$ cat src/verilog/tx_ctrl_pkg.sv
// constants for the transmit control block
// assumes a single ref_clk domain; consumers use package::name
package tx_ctrl_pkg;
   // register offsets (word addresses on the plain port)
   localparam logic [3:0] reg_ref_addr = 4'h0;
   localparam logic [3:0] reg_mod_addr = 4'h1;
   localparam logic [3:0] reg_func_addr = 4'h2;
   localparam logic [3:0] reg_center_addr = 4'h3;
   localparam logic [3:0] reg_status_addr = 4'h4;
   // reference register fields
   localparam int clkdiv_lsb = 19;
   localparam int clkdiv_w = 4;
   localparam logic [31:0] reg_ref_reset = 32'h00400000;
   // modulation register fields
   localparam int scheme_lsb = 0;
   localparam int dev_lsb = 2;
   localparam int dev_w = 9;
   localparam int gexp_lsb = 11;
   localparam int gexp_w = 3;
   localparam int gdiv_lsb = 14;
   localparam int gdiv_w = 7;
   localparam int step_lsb = 21;
   localparam logic [31:0] reg_mod_reset = 32'h00000000;
   // function register fields
   localparam int clkbuf_bit = 4;
   localparam int amp_on_bit = 5;
   localparam int bias_lsb = 6;
   localparam int mux_lsb = 10;
   localparam int amp_lvl_lsb = 14;
   localparam int amp_lvl_w = 6;
   localparam logic [31:0] reg_func_reset = 32'h000000d0;
   localparam logic [31:0] reg_center_reset = 32'h00000000;
   // status mux codes
   localparam logic [3:0] mux_reg_ready = 4'h0;
   localparam logic [3:0] mux_tx_bit = 4'h1;
   localparam logic [3:0] mux_clk_out = 4'h2;
   // scheme codes
   localparam logic [1:0] scheme_fsk = 2'h0;
   // regulator power-on time
   localparam int reg_on_time_us = 100;
   localparam int clk_mhz = 200;
   localparam int reg_on_cycles = reg_on_time_us * clk_mhz;
   // step count per symbol for each index counter code
   localparam logic [7:0] step_tab0 = 8'h10;
   localparam logic [7:0] step_tab1 = 8'h20;
   localparam logic [7:0] step_tab2 = 8'h40;
   localparam logic [7:0] step_tab3 = 8'h80;
   localparam int max_steps = 128;
   localparam int clkdiv_min = 2;
   localparam int clkdiv_max = 30;
endpackage

$ cat src/verilog/fsk_gfsk_transmit_control.sv
// transmit control: clock output divider, chip enable gating, fsk/gfsk n stepping
// assumes pins synchronous to ref_clk; pfd tick is a one-cycle strobe from the pll
//
// Decided for this implementation: the address map and the strobed register port.
`timescale 1ns/1ps

// Functional notes
// - even clock out divide 2..30, 50:50
// - clock divider resets to divide by 16
// - clock out buffer bit, high at reset
// - chip enable low returns all registers to their reset values
// - status output defaults to regulator ready
// - fsk samples data every pfd tick
// - rising data adds deviation to centre
// - falling data subtracts deviation from centre
// - nine-bit fsk deviation field
// - scheme select zero means plain fsk
// - gfsk steps per symbol from index counter
// - gaussian sample clock driven on pin
// - sample data on sample clock rising edge
// - gfsk deviation is two to the m
// - sample clock rate pfd over factor*index
// - six-bit amplifier level field
// - amplifier off when power bit low
// - four-bit select chooses status output
module fsk_gfsk_transmit_control #(
   parameter int reg_on_cycles = tx_ctrl_pkg::reg_on_cycles,
   parameter int n_w = 24,
   parameter logic [1:0] gauss_fsk_code = 2'h1
) (
   input wire logic ref_clk,
   input wire logic rstn,
   input wire logic clk_en,
   input wire logic chip_en,
   input wire logic pfd_tick,
   input wire logic [3:0] addr,
   input wire logic [31:0] wdata,
   input wire logic wr,
   input wire logic rd,
   output logic [31:0] rdata,
   input wire logic tx_bit_in,
   output logic tx_sample_clock_out,
   output logic clock_out,
   output logic status_mux_out,
   output logic [n_w-1:0] synth_n,
   output logic [5:0] amp_level,
   output logic amp_enable,
   output logic [3:0] osc_bias_field
);
   initial begin
      if (n_w < 16 || n_w > 32 || reg_on_cycles < 1) begin
         $error("unsupported parameter");
      end
   end

   localparam int cnt_w = $clog2(reg_on_cycles + 1);

   logic [31:0] reg_ref, next_reg_ref;
   logic [31:0] reg_mod, next_reg_mod;
   logic [31:0] reg_func, next_reg_func;
   logic [31:0] reg_center, next_reg_center;
   logic [31:0] next_rdata;
   logic [cnt_w-1:0] on_cnt, next_on_cnt;
   logic reg_ready, next_reg_ready;
   logic [3:0] div_cnt, next_div_cnt;
   logic clk_ph, next_clk_ph;
   logic last_bit, next_last_bit;
   logic [n_w-1:0] offset, next_offset;
   logic [n_w-1:0] target, next_target;
   logic [n_w-1:0] next_synth_n;
   logic [6:0] gdiv_cnt, next_gdiv_cnt;
   logic [7:0] step_cnt, next_step_cnt;
   logic samp_clk, next_samp_clk;
   logic next_status;

   logic [3:0] div_sel;
   logic [1:0] scheme;
   logic [8:0] fsk_dev;
   logic [2:0] gauss_deviation_exp;
   logic [6:0] gauss_divider_factor;
   logic [1:0] step_sel;
   logic [7:0] steps;
   logic [3:0] status_mux_select;
   logic [n_w-1:0] fsk_dev_n, gauss_dev_n, gauss_step_n;
   logic gauss_mode;

   assign div_sel = reg_ref[tx_ctrl_pkg::clkdiv_lsb +: tx_ctrl_pkg::clkdiv_w];
   assign scheme = reg_mod[tx_ctrl_pkg::scheme_lsb +: 2];
   assign fsk_dev = reg_mod[tx_ctrl_pkg::dev_lsb +: tx_ctrl_pkg::dev_w];
   assign gauss_deviation_exp = reg_mod[tx_ctrl_pkg::gexp_lsb +: tx_ctrl_pkg::gexp_w];
   assign gauss_divider_factor = reg_mod[tx_ctrl_pkg::gdiv_lsb +: tx_ctrl_pkg::gdiv_w];
   assign step_sel = reg_mod[tx_ctrl_pkg::step_lsb +: 2];
   assign status_mux_select = reg_func[tx_ctrl_pkg::mux_lsb +: 4];
   assign gauss_mode = (scheme == gauss_fsk_code);
   // fsk unit is f_pfd/2^14, gauss unit 2^m/2^12 = 2^(m+2) fsk units
   assign fsk_dev_n = n_w'(fsk_dev);
   assign gauss_dev_n = n_w'(32'h4 << gauss_deviation_exp);

   always_comb begin
      case (step_sel)
         2'h0: steps = tx_ctrl_pkg::step_tab0;
         2'h1: steps = tx_ctrl_pkg::step_tab1;
         2'h2: steps = tx_ctrl_pkg::step_tab2;
         default: steps = tx_ctrl_pkg::step_tab3;
      endcase
   end
   // the shifted step is forced odd, so never zero; a clamp keeps the final value reachable
   assign gauss_step_n = (gauss_dev_n >> $clog2(32'(steps))) | n_w'(1);

   // register file and chip enable
   always_comb begin
      next_reg_ref = reg_ref;
      next_reg_mod = reg_mod;
      next_reg_func = reg_func;
      next_reg_center = reg_center;
      next_rdata = 32'h0;
      next_on_cnt = on_cnt;
      next_reg_ready = reg_ready;
      if (!chip_en) begin
         next_reg_ref = tx_ctrl_pkg::reg_ref_reset;
         next_reg_mod = tx_ctrl_pkg::reg_mod_reset;
         next_reg_func = tx_ctrl_pkg::reg_func_reset;
         next_reg_center = tx_ctrl_pkg::reg_center_reset;
         next_on_cnt = '0;
         next_reg_ready = 1'b0;
      end else begin
         if (!reg_ready) begin
            if (on_cnt == cnt_w'(reg_on_cycles - 1)) begin
               next_reg_ready = 1'b1;
            end
            next_on_cnt = on_cnt + cnt_w'(1);
         end
         // writes before regulator ready are lost, as the serial port is unpowered
         if (wr && reg_ready) begin
            case (addr)
               tx_ctrl_pkg::reg_ref_addr: next_reg_ref = wdata;
               tx_ctrl_pkg::reg_mod_addr: next_reg_mod = wdata;
               tx_ctrl_pkg::reg_func_addr: next_reg_func = wdata;
               tx_ctrl_pkg::reg_center_addr: next_reg_center = wdata;
               default: ;
            endcase
         end
         if (rd) begin
            case (addr)
               tx_ctrl_pkg::reg_ref_addr: next_rdata = reg_ref;
               tx_ctrl_pkg::reg_mod_addr: next_rdata = reg_mod;
               tx_ctrl_pkg::reg_func_addr: next_rdata = reg_func;
               tx_ctrl_pkg::reg_center_addr: next_rdata = reg_center;
               tx_ctrl_pkg::reg_status_addr: next_rdata = {29'h0, samp_clk, last_bit, reg_ready};
               default: next_rdata = 32'h0;
            endcase
         end
      end
   end

   // clock output divider
   always_comb begin
      next_div_cnt = div_cnt;
      next_clk_ph = clk_ph;
      if (!chip_en) begin
         next_div_cnt = '0;
         next_clk_ph = 1'b0;
      end else if (div_cnt + 4'h1 >= div_sel || div_sel == 4'h0) begin
         // half period of div_sel cycles gives an even ratio 2*div_sel
         next_div_cnt = '0;
         next_clk_ph = ~clk_ph;
      end else begin
         next_div_cnt = div_cnt + 4'h1;
      end
   end

   // modulation datapath
   always_comb begin
      next_last_bit = last_bit;
      next_offset = offset;
      next_target = target;
      next_gdiv_cnt = gdiv_cnt;
      next_step_cnt = step_cnt;
      next_samp_clk = samp_clk;
      next_synth_n = synth_n;
      if (!chip_en) begin
         next_last_bit = 1'b0;
         next_offset = '0;
         next_target = '0;
         next_gdiv_cnt = '0;
         next_step_cnt = '0;
         next_samp_clk = 1'b0;
         next_synth_n = '0;
      end else if (pfd_tick) begin
         if (scheme == tx_ctrl_pkg::scheme_fsk) begin
            next_last_bit = tx_bit_in;
            if (tx_bit_in) begin
               next_offset = fsk_dev_n;
            end else begin
               next_offset = '0 - fsk_dev_n;
            end
            next_samp_clk = 1'b0;
         end else if (gauss_mode) begin
            // one gaussian step per factor ticks; steps per symbol from index counter
            if (gdiv_cnt + 7'h1 >= gauss_divider_factor) begin
               next_gdiv_cnt = '0;
               if (step_cnt + 8'h1 >= steps) begin
                  next_step_cnt = '0;
               end else begin
                  next_step_cnt = step_cnt + 8'h1;
               end
               if (step_cnt == 8'h0) begin
                  next_samp_clk = 1'b0;
               end else if (step_cnt == (steps >> 1)) begin
                  next_samp_clk = 1'b1;
                  next_last_bit = tx_bit_in;
                  next_target = tx_bit_in ? gauss_dev_n : '0 - gauss_dev_n;
               end
               if ($signed(offset) < $signed(target)) begin
                  if ($signed(target - offset) <= $signed(gauss_step_n)) begin
                     next_offset = target;
                  end else begin
                     next_offset = offset + gauss_step_n;
                  end
               end else if ($signed(offset) > $signed(target)) begin
                  if ($signed(offset - target) <= $signed(gauss_step_n)) begin
                     next_offset = target;
                  end else begin
                     next_offset = offset - gauss_step_n;
                  end
               end
            end else begin
               next_gdiv_cnt = gdiv_cnt + 7'h1;
            end
         end else begin
            // keying modes leave the carrier at centre
            next_offset = '0;
            next_samp_clk = 1'b0;
         end
         next_synth_n = reg_center[n_w-1:0] + next_offset;
      end
   end

   always_comb begin
      case (status_mux_select)
         tx_ctrl_pkg::mux_reg_ready: next_status = reg_ready;
         tx_ctrl_pkg::mux_tx_bit: next_status = last_bit;
         tx_ctrl_pkg::mux_clk_out: next_status = clk_ph;
         default: next_status = 1'b0;
      endcase
   end

   always_ff @(posedge ref_clk or negedge rstn) begin
      if (!rstn) begin
         reg_ref <= tx_ctrl_pkg::reg_ref_reset;
         reg_mod <= tx_ctrl_pkg::reg_mod_reset;
         reg_func <= tx_ctrl_pkg::reg_func_reset;
         reg_center <= tx_ctrl_pkg::reg_center_reset;
         rdata <= 32'h0;
         on_cnt <= '0;
         reg_ready <= 1'b0;
         div_cnt <= '0;
         clk_ph <= 1'b0;
         last_bit <= 1'b0;
         offset <= '0;
         target <= '0;
         gdiv_cnt <= '0;
         step_cnt <= '0;
         samp_clk <= 1'b0;
         synth_n <= '0;
         status_mux_out <= 1'b0;
      end else if (clk_en) begin
         reg_ref <= next_reg_ref;
         reg_mod <= next_reg_mod;
         reg_func <= next_reg_func;
         reg_center <= next_reg_center;
         rdata <= next_rdata;
         on_cnt <= next_on_cnt;
         reg_ready <= next_reg_ready;
         div_cnt <= next_div_cnt;
         clk_ph <= next_clk_ph;
         last_bit <= next_last_bit;
         offset <= next_offset;
         target <= next_target;
         gdiv_cnt <= next_gdiv_cnt;
         step_cnt <= next_step_cnt;
         samp_clk <= next_samp_clk;
         synth_n <= next_synth_n;
         status_mux_out <= next_status;
      end
   end

   assign clock_out = clk_ph & reg_func[tx_ctrl_pkg::clkbuf_bit];
   assign tx_sample_clock_out = samp_clk & gauss_mode;
   assign amp_level = reg_func[tx_ctrl_pkg::amp_lvl_lsb +: tx_ctrl_pkg::amp_lvl_w];
   assign amp_enable = reg_func[tx_ctrl_pkg::amp_on_bit] & chip_en;
   // software keeps this field away from codes 0, e and f
   assign osc_bias_field = reg_func[tx_ctrl_pkg::bias_lsb +: 4];
endmodule

$ cat config.mk
export PLATFORM = sky130hd
export DESIGN_NAME = fsk_gfsk_transmit_control
export DESIGN_NICKNAME = d
export VERILOG_FILES = /design/src/verilog/tx_ctrl_pkg.sv /design/src/verilog/fsk_gfsk_transmit_control.sv
export SDC_FILE = /design/constraint.sdc
export NUM_CORES = 1
export LEC_CHECK = 0
export ABC_CLOCK_PERIOD_IN_PS = 15450
export BUFFER_PORTS_ARGS = -buffer_cell sky130_fd_sc_hd__buf_2
export CORE_ASPECT_RATIO = 1.2
export CORE_MARGIN = 2
export CORE_UTILIZATION = 30
export CTS_BUF_LIST = sky130_fd_sc_hd__clkbuf_16
export DETAILED_ROUTE_END_ITERATION = 16
export PLACE_DENSITY_LB_ADDON = 0.08
export SLEW_MARGIN = 20
export SYNTH_ARGS = -nofsm -noshare
export SYNTH_HDL_FRONTEND = slang
export SYNTH_SLANG_ARGS = --single-unit
$ cat constraint.sdc
create_clock -name ref_clk -period 15.45 [get_ports ref_clk]
set_clock_uncertainty 0.2 [all_clocks]
set_input_delay 0.7725 -clock ref_clk [delete_from_list [all_inputs] [get_ports ref_clk]]
set_output_delay 0.7725 -clock ref_clk [all_outputs]
set_load 0.05 [all_outputs]
==> out/results.ini <==
[sta]
max_freq_mhz = 126
timing.final.crit_share_pct = 51.4
final.min_clock_period_ps = 7940
finalSetupTns_ps = 0
tightestPinTransition_ps = 1090
final-hold-violation-count = 0
timing.final.setup_violations = 0
rsz0062_at_grt = no
max_transition_margin_pct = 26.2
report.final.slew_viol_count = 0

[detailed_routing]
routed_via_density = 5.55
route.detailed.drc = 0
detail_route.wirelength_um = 73500
antenna_left = 0
drt_iter0_drc = 1189
vias = 17632
drt-wirelength-per-cell_um = 23.1
drt-pass1-iter-count = 6

[setup_path]
worstSetupPathType = flop to flop
endpoint_type_of_the_worst_setup_path = flop
cpMaxStageDelayCell = sky130_fd_sc_hd__nor4bb_1
worstPathMaxFanout = 36
regToRegEndpoint = synth_n[22]
critPathMaxStageDelay_ps = 880
cpMostUsedCell = sky130_fd_sc_hd__a31oi_1
worst-r2r-cell-count = 28
regToRegStartpoint = offset[16]
slack_of_the_worst_reg_to_reg_path_ps = 7510
setup.worst_path.end = synth_n[22]
worst-endpoint-arrival_ps = 8260
worst_setup_path_startpoint = offset[16]
worstPathRequired_ps = 15780
critPathLaunchType = flop

[job]
max_cap_viol_count = 0

[final_layout]
layout_commonest_cell = sky130_fd_sc_hd__dfrtp_1
design.final.nets = 2500
antenna_diode_count = 0
drive_above_1_share_pct = 11.4
area_growth_pct = 11.1
most-common-layout-cells = sky130_fd_sc_hd__dfrtp_1, sky130_fd_sc_hd__o21ai_0, sky130_fd_sc_hd__nand3_1
layout.core_utilization_pct = 33.6

[floorplan]
fp.dieArea_um2 = 67100
floorplan.io_pins = 114
initial_standard_cell_utilization_of_the_core_pct = 30.3
core_region_area_um2 = 64400
die_x_um = 237
num_rows = 102
die-height_um = 283

[yosys]
syn-cell-area_um2 = 19500
share_of_flip_flops_with_an_asynchronous_set_or_reset_after_synthesis_pct = 100
netlist_top_cells_area = sky130_fd_sc_hd__dfrtp_1, sky130_fd_sc_hd__ha_1, sky130_fd_sc_hd__o21ai_0
sequential_cell_area_fraction_in_the_yosys_report_pct = 33.6
synth_top_area_cell = sky130_fd_sc_hd__dfrtp_1
postSynthRegisterBits = 262
yosysTopAreaCellShare_pct = 33.1
synth_warnings = 0
synthFlopType = sky130_fd_sc_hd__dfrtp_1
synth_enable_flop_cells = 0
ys_types = 98
synthCells = 2285
synthesis.area_per_instance_um2 = 8.54

[hold_path]
min-delay-path-class = primary input to asynchronous set/reset pin

[cts]
cts-hold-fix-buffers = 0
clock_tree.root_cell = sky130_fd_sc_hd__clkbuf_16
htree_levels = 1
ctsLongestPathBuffers = 3
cts_buffer_count = 31
post_cts_resize_count = 0
cts_tree = done
insertion_delay_ps = 600
clkSlewWorstSetupHoldPaths_ps = 70
clock_sinks = 262
post-cts-setup-buffer-count = 0

[global_route]
grt_start_max_net_pins = 107
gr-usage-all-layers_pct = 21.6
antenna_violations_before_repair = 1
grt_first_pass_wirelength_um = 113000
vias_in_the_first_global_route = 17694
overflow = 0

[placed_design]
dp_hpwl_um = 55000
place.port_buffers = 113
gpl.final_weighted_congestion = 0.959

[pwr]
post-layout-total-power_w = 0.00188
leakage_power_of_the_design_nw = 9.69
vdd_drop_max_v = 0.0000713
ratio_of_total_power_to_cell_area_nw_per_um2 = 86.5

[status]
status = completed

[sequential cells by signal (all words and copies together), names as in the netlist]
register / cells
reg_ref: 32
last_bit: 1
offset: 24
target: 15
step_cnt: 8
reg_func: 32
reg_ready: 1
reg_mod: 32
gdiv_cnt: 7
div_cnt: 4
status_mux_out: 1
rdata: 32
synth_n: 24
clk_ph: 1
reg_center: 32
samp_clk: 1
on_cnt: 15
[worst min path at each step]
stage	from	to	cells after the start
after floorplan	reg_func[23]	reg_func[23]	2
after global placement	synth_n[21]	synth_n[21]	2
after detailed placement	synth_n[15]	synth_n[15]	2
after CTS	rstn	rdata[25]	1
after global routing	rstn	rdata[25]	1
final	rstn	rdata[25]	1
[stage by stage]
| step | hold WS, ps | worst slack [ps] | instances | instance area, um2 |
|---|---|---|---|---|
| floorplan | 263 | 8900 | 2299 | 19600 |
| CTS | 56.0 | 7560 | 3178 | 21700 |
| detailed placement | 269 | 7590 | 3123 | 20800 |
| finish | 9.21 | 7510 | 3178 | 21700 |
| global placement | 268 | 7710 | 3123 | 20800 |
| global route | 106 | 6950 | 3178 | 21700 |
[critical path: cells and delay by family (launching register included)]
kind / cells / cell delay, ps
AOI/OAI and AO/OA: 16 / 3650
xor gates and xnor gates: 1 / 150
adders and majority gates: 3 / 1100
buffers and inverters: 3 / 720
DFF: 1 / 490
and+or+nand+nor: 5 / 1530
[cell families (layout without fill, tap and decap cells)]
logic type | count (synthesis) | count (layout) | share of synthesized area, %
AO/OA/AOI/OAI | 699 | 699 | 23.5
adder cells (fa/ha/maj) | 133 | 133 | 8.67
other | 2 | 16 | 0.0385
multiplexers | 77 | 77 | 5.62
flip-flops | 262 | 262 | 33.6
XOR/XNOR | 103 | 103 | 4.62
AND/OR/NAND/NOR | 699 | 699 | 17.4
buffers and inverters | 310 | 357 | 6.50
[cell type report]
cell class	count	area [um2]
Sequential cell	262	6560
Clock inverter	24	129
Timing Repair Buffer	144	808
Clock buffer	31	776
Tap cell	832	1040
Multi-Input combinational cell	1727	11800
Fill cell	6774	42800
Inverter	158	593
[metal layers]
layer | track usage (%) | wire length, um | vias up
met3 | 1.77 | 2710 | 97
met5 | 0 | 0 | -
met4 | 7.45 | 2570 | 0
met2 | 37.0 | 35600 | 447
li1 | - | - | 8338
met1 | 28.6 | 32700 | 8750
[power breakdown]
group / switching, W / leakage, nW / internal, W / total (W)
sequential: 0.0000171 / 3.63 / 0.000695 / 0.000712
clock: 0.000316 / 0.470 / 0.000363 / 0.000679
combinational: 0.000319 / 5.59 / 0.000165 / 0.000483
[cells in the mapped netlist, types with 17 or more instances]
library cell,n
sky130_fd_sc_hd__o21ai_0,230
sky130_fd_sc_hd__a21o_1,39
sky130_fd_sc_hd__nand2_1,175
sky130_fd_sc_hd__nand4_1,17
sky130_fd_sc_hd__xor2_1,46
sky130_fd_sc_hd__nand2b_1,18
sky130_fd_sc_hd__xnor2_1,57
sky130_fd_sc_hd__and2_1,19
sky130_fd_sc_hd__a31oi_1,19
sky130_fd_sc_hd__dfrtp_1,258
sky130_fd_sc_hd__nor2_1,139
sky130_fd_sc_hd__a22o_1,21
sky130_fd_sc_hd__mux2i_1,41
sky130_fd_sc_hd__inv_1,157
sky130_fd_sc_hd__a211oi_1,19
sky130_fd_sc_hd__nand3_1,189
sky130_fd_sc_hd__o31ai_1,20
sky130_fd_sc_hd__ha_1,128
sky130_fd_sc_hd__a21oi_1,120
sky130_fd_sc_hd__o22ai_1,50
sky130_fd_sc_hd__and3_1,18
sky130_fd_sc_hd__nor3_1,33
sky130_fd_sc_hd__mux4_2,25
sky130_fd_sc_hd__clkbuf_1,106
Note: power is estimated with default switching activity, not from simulation.
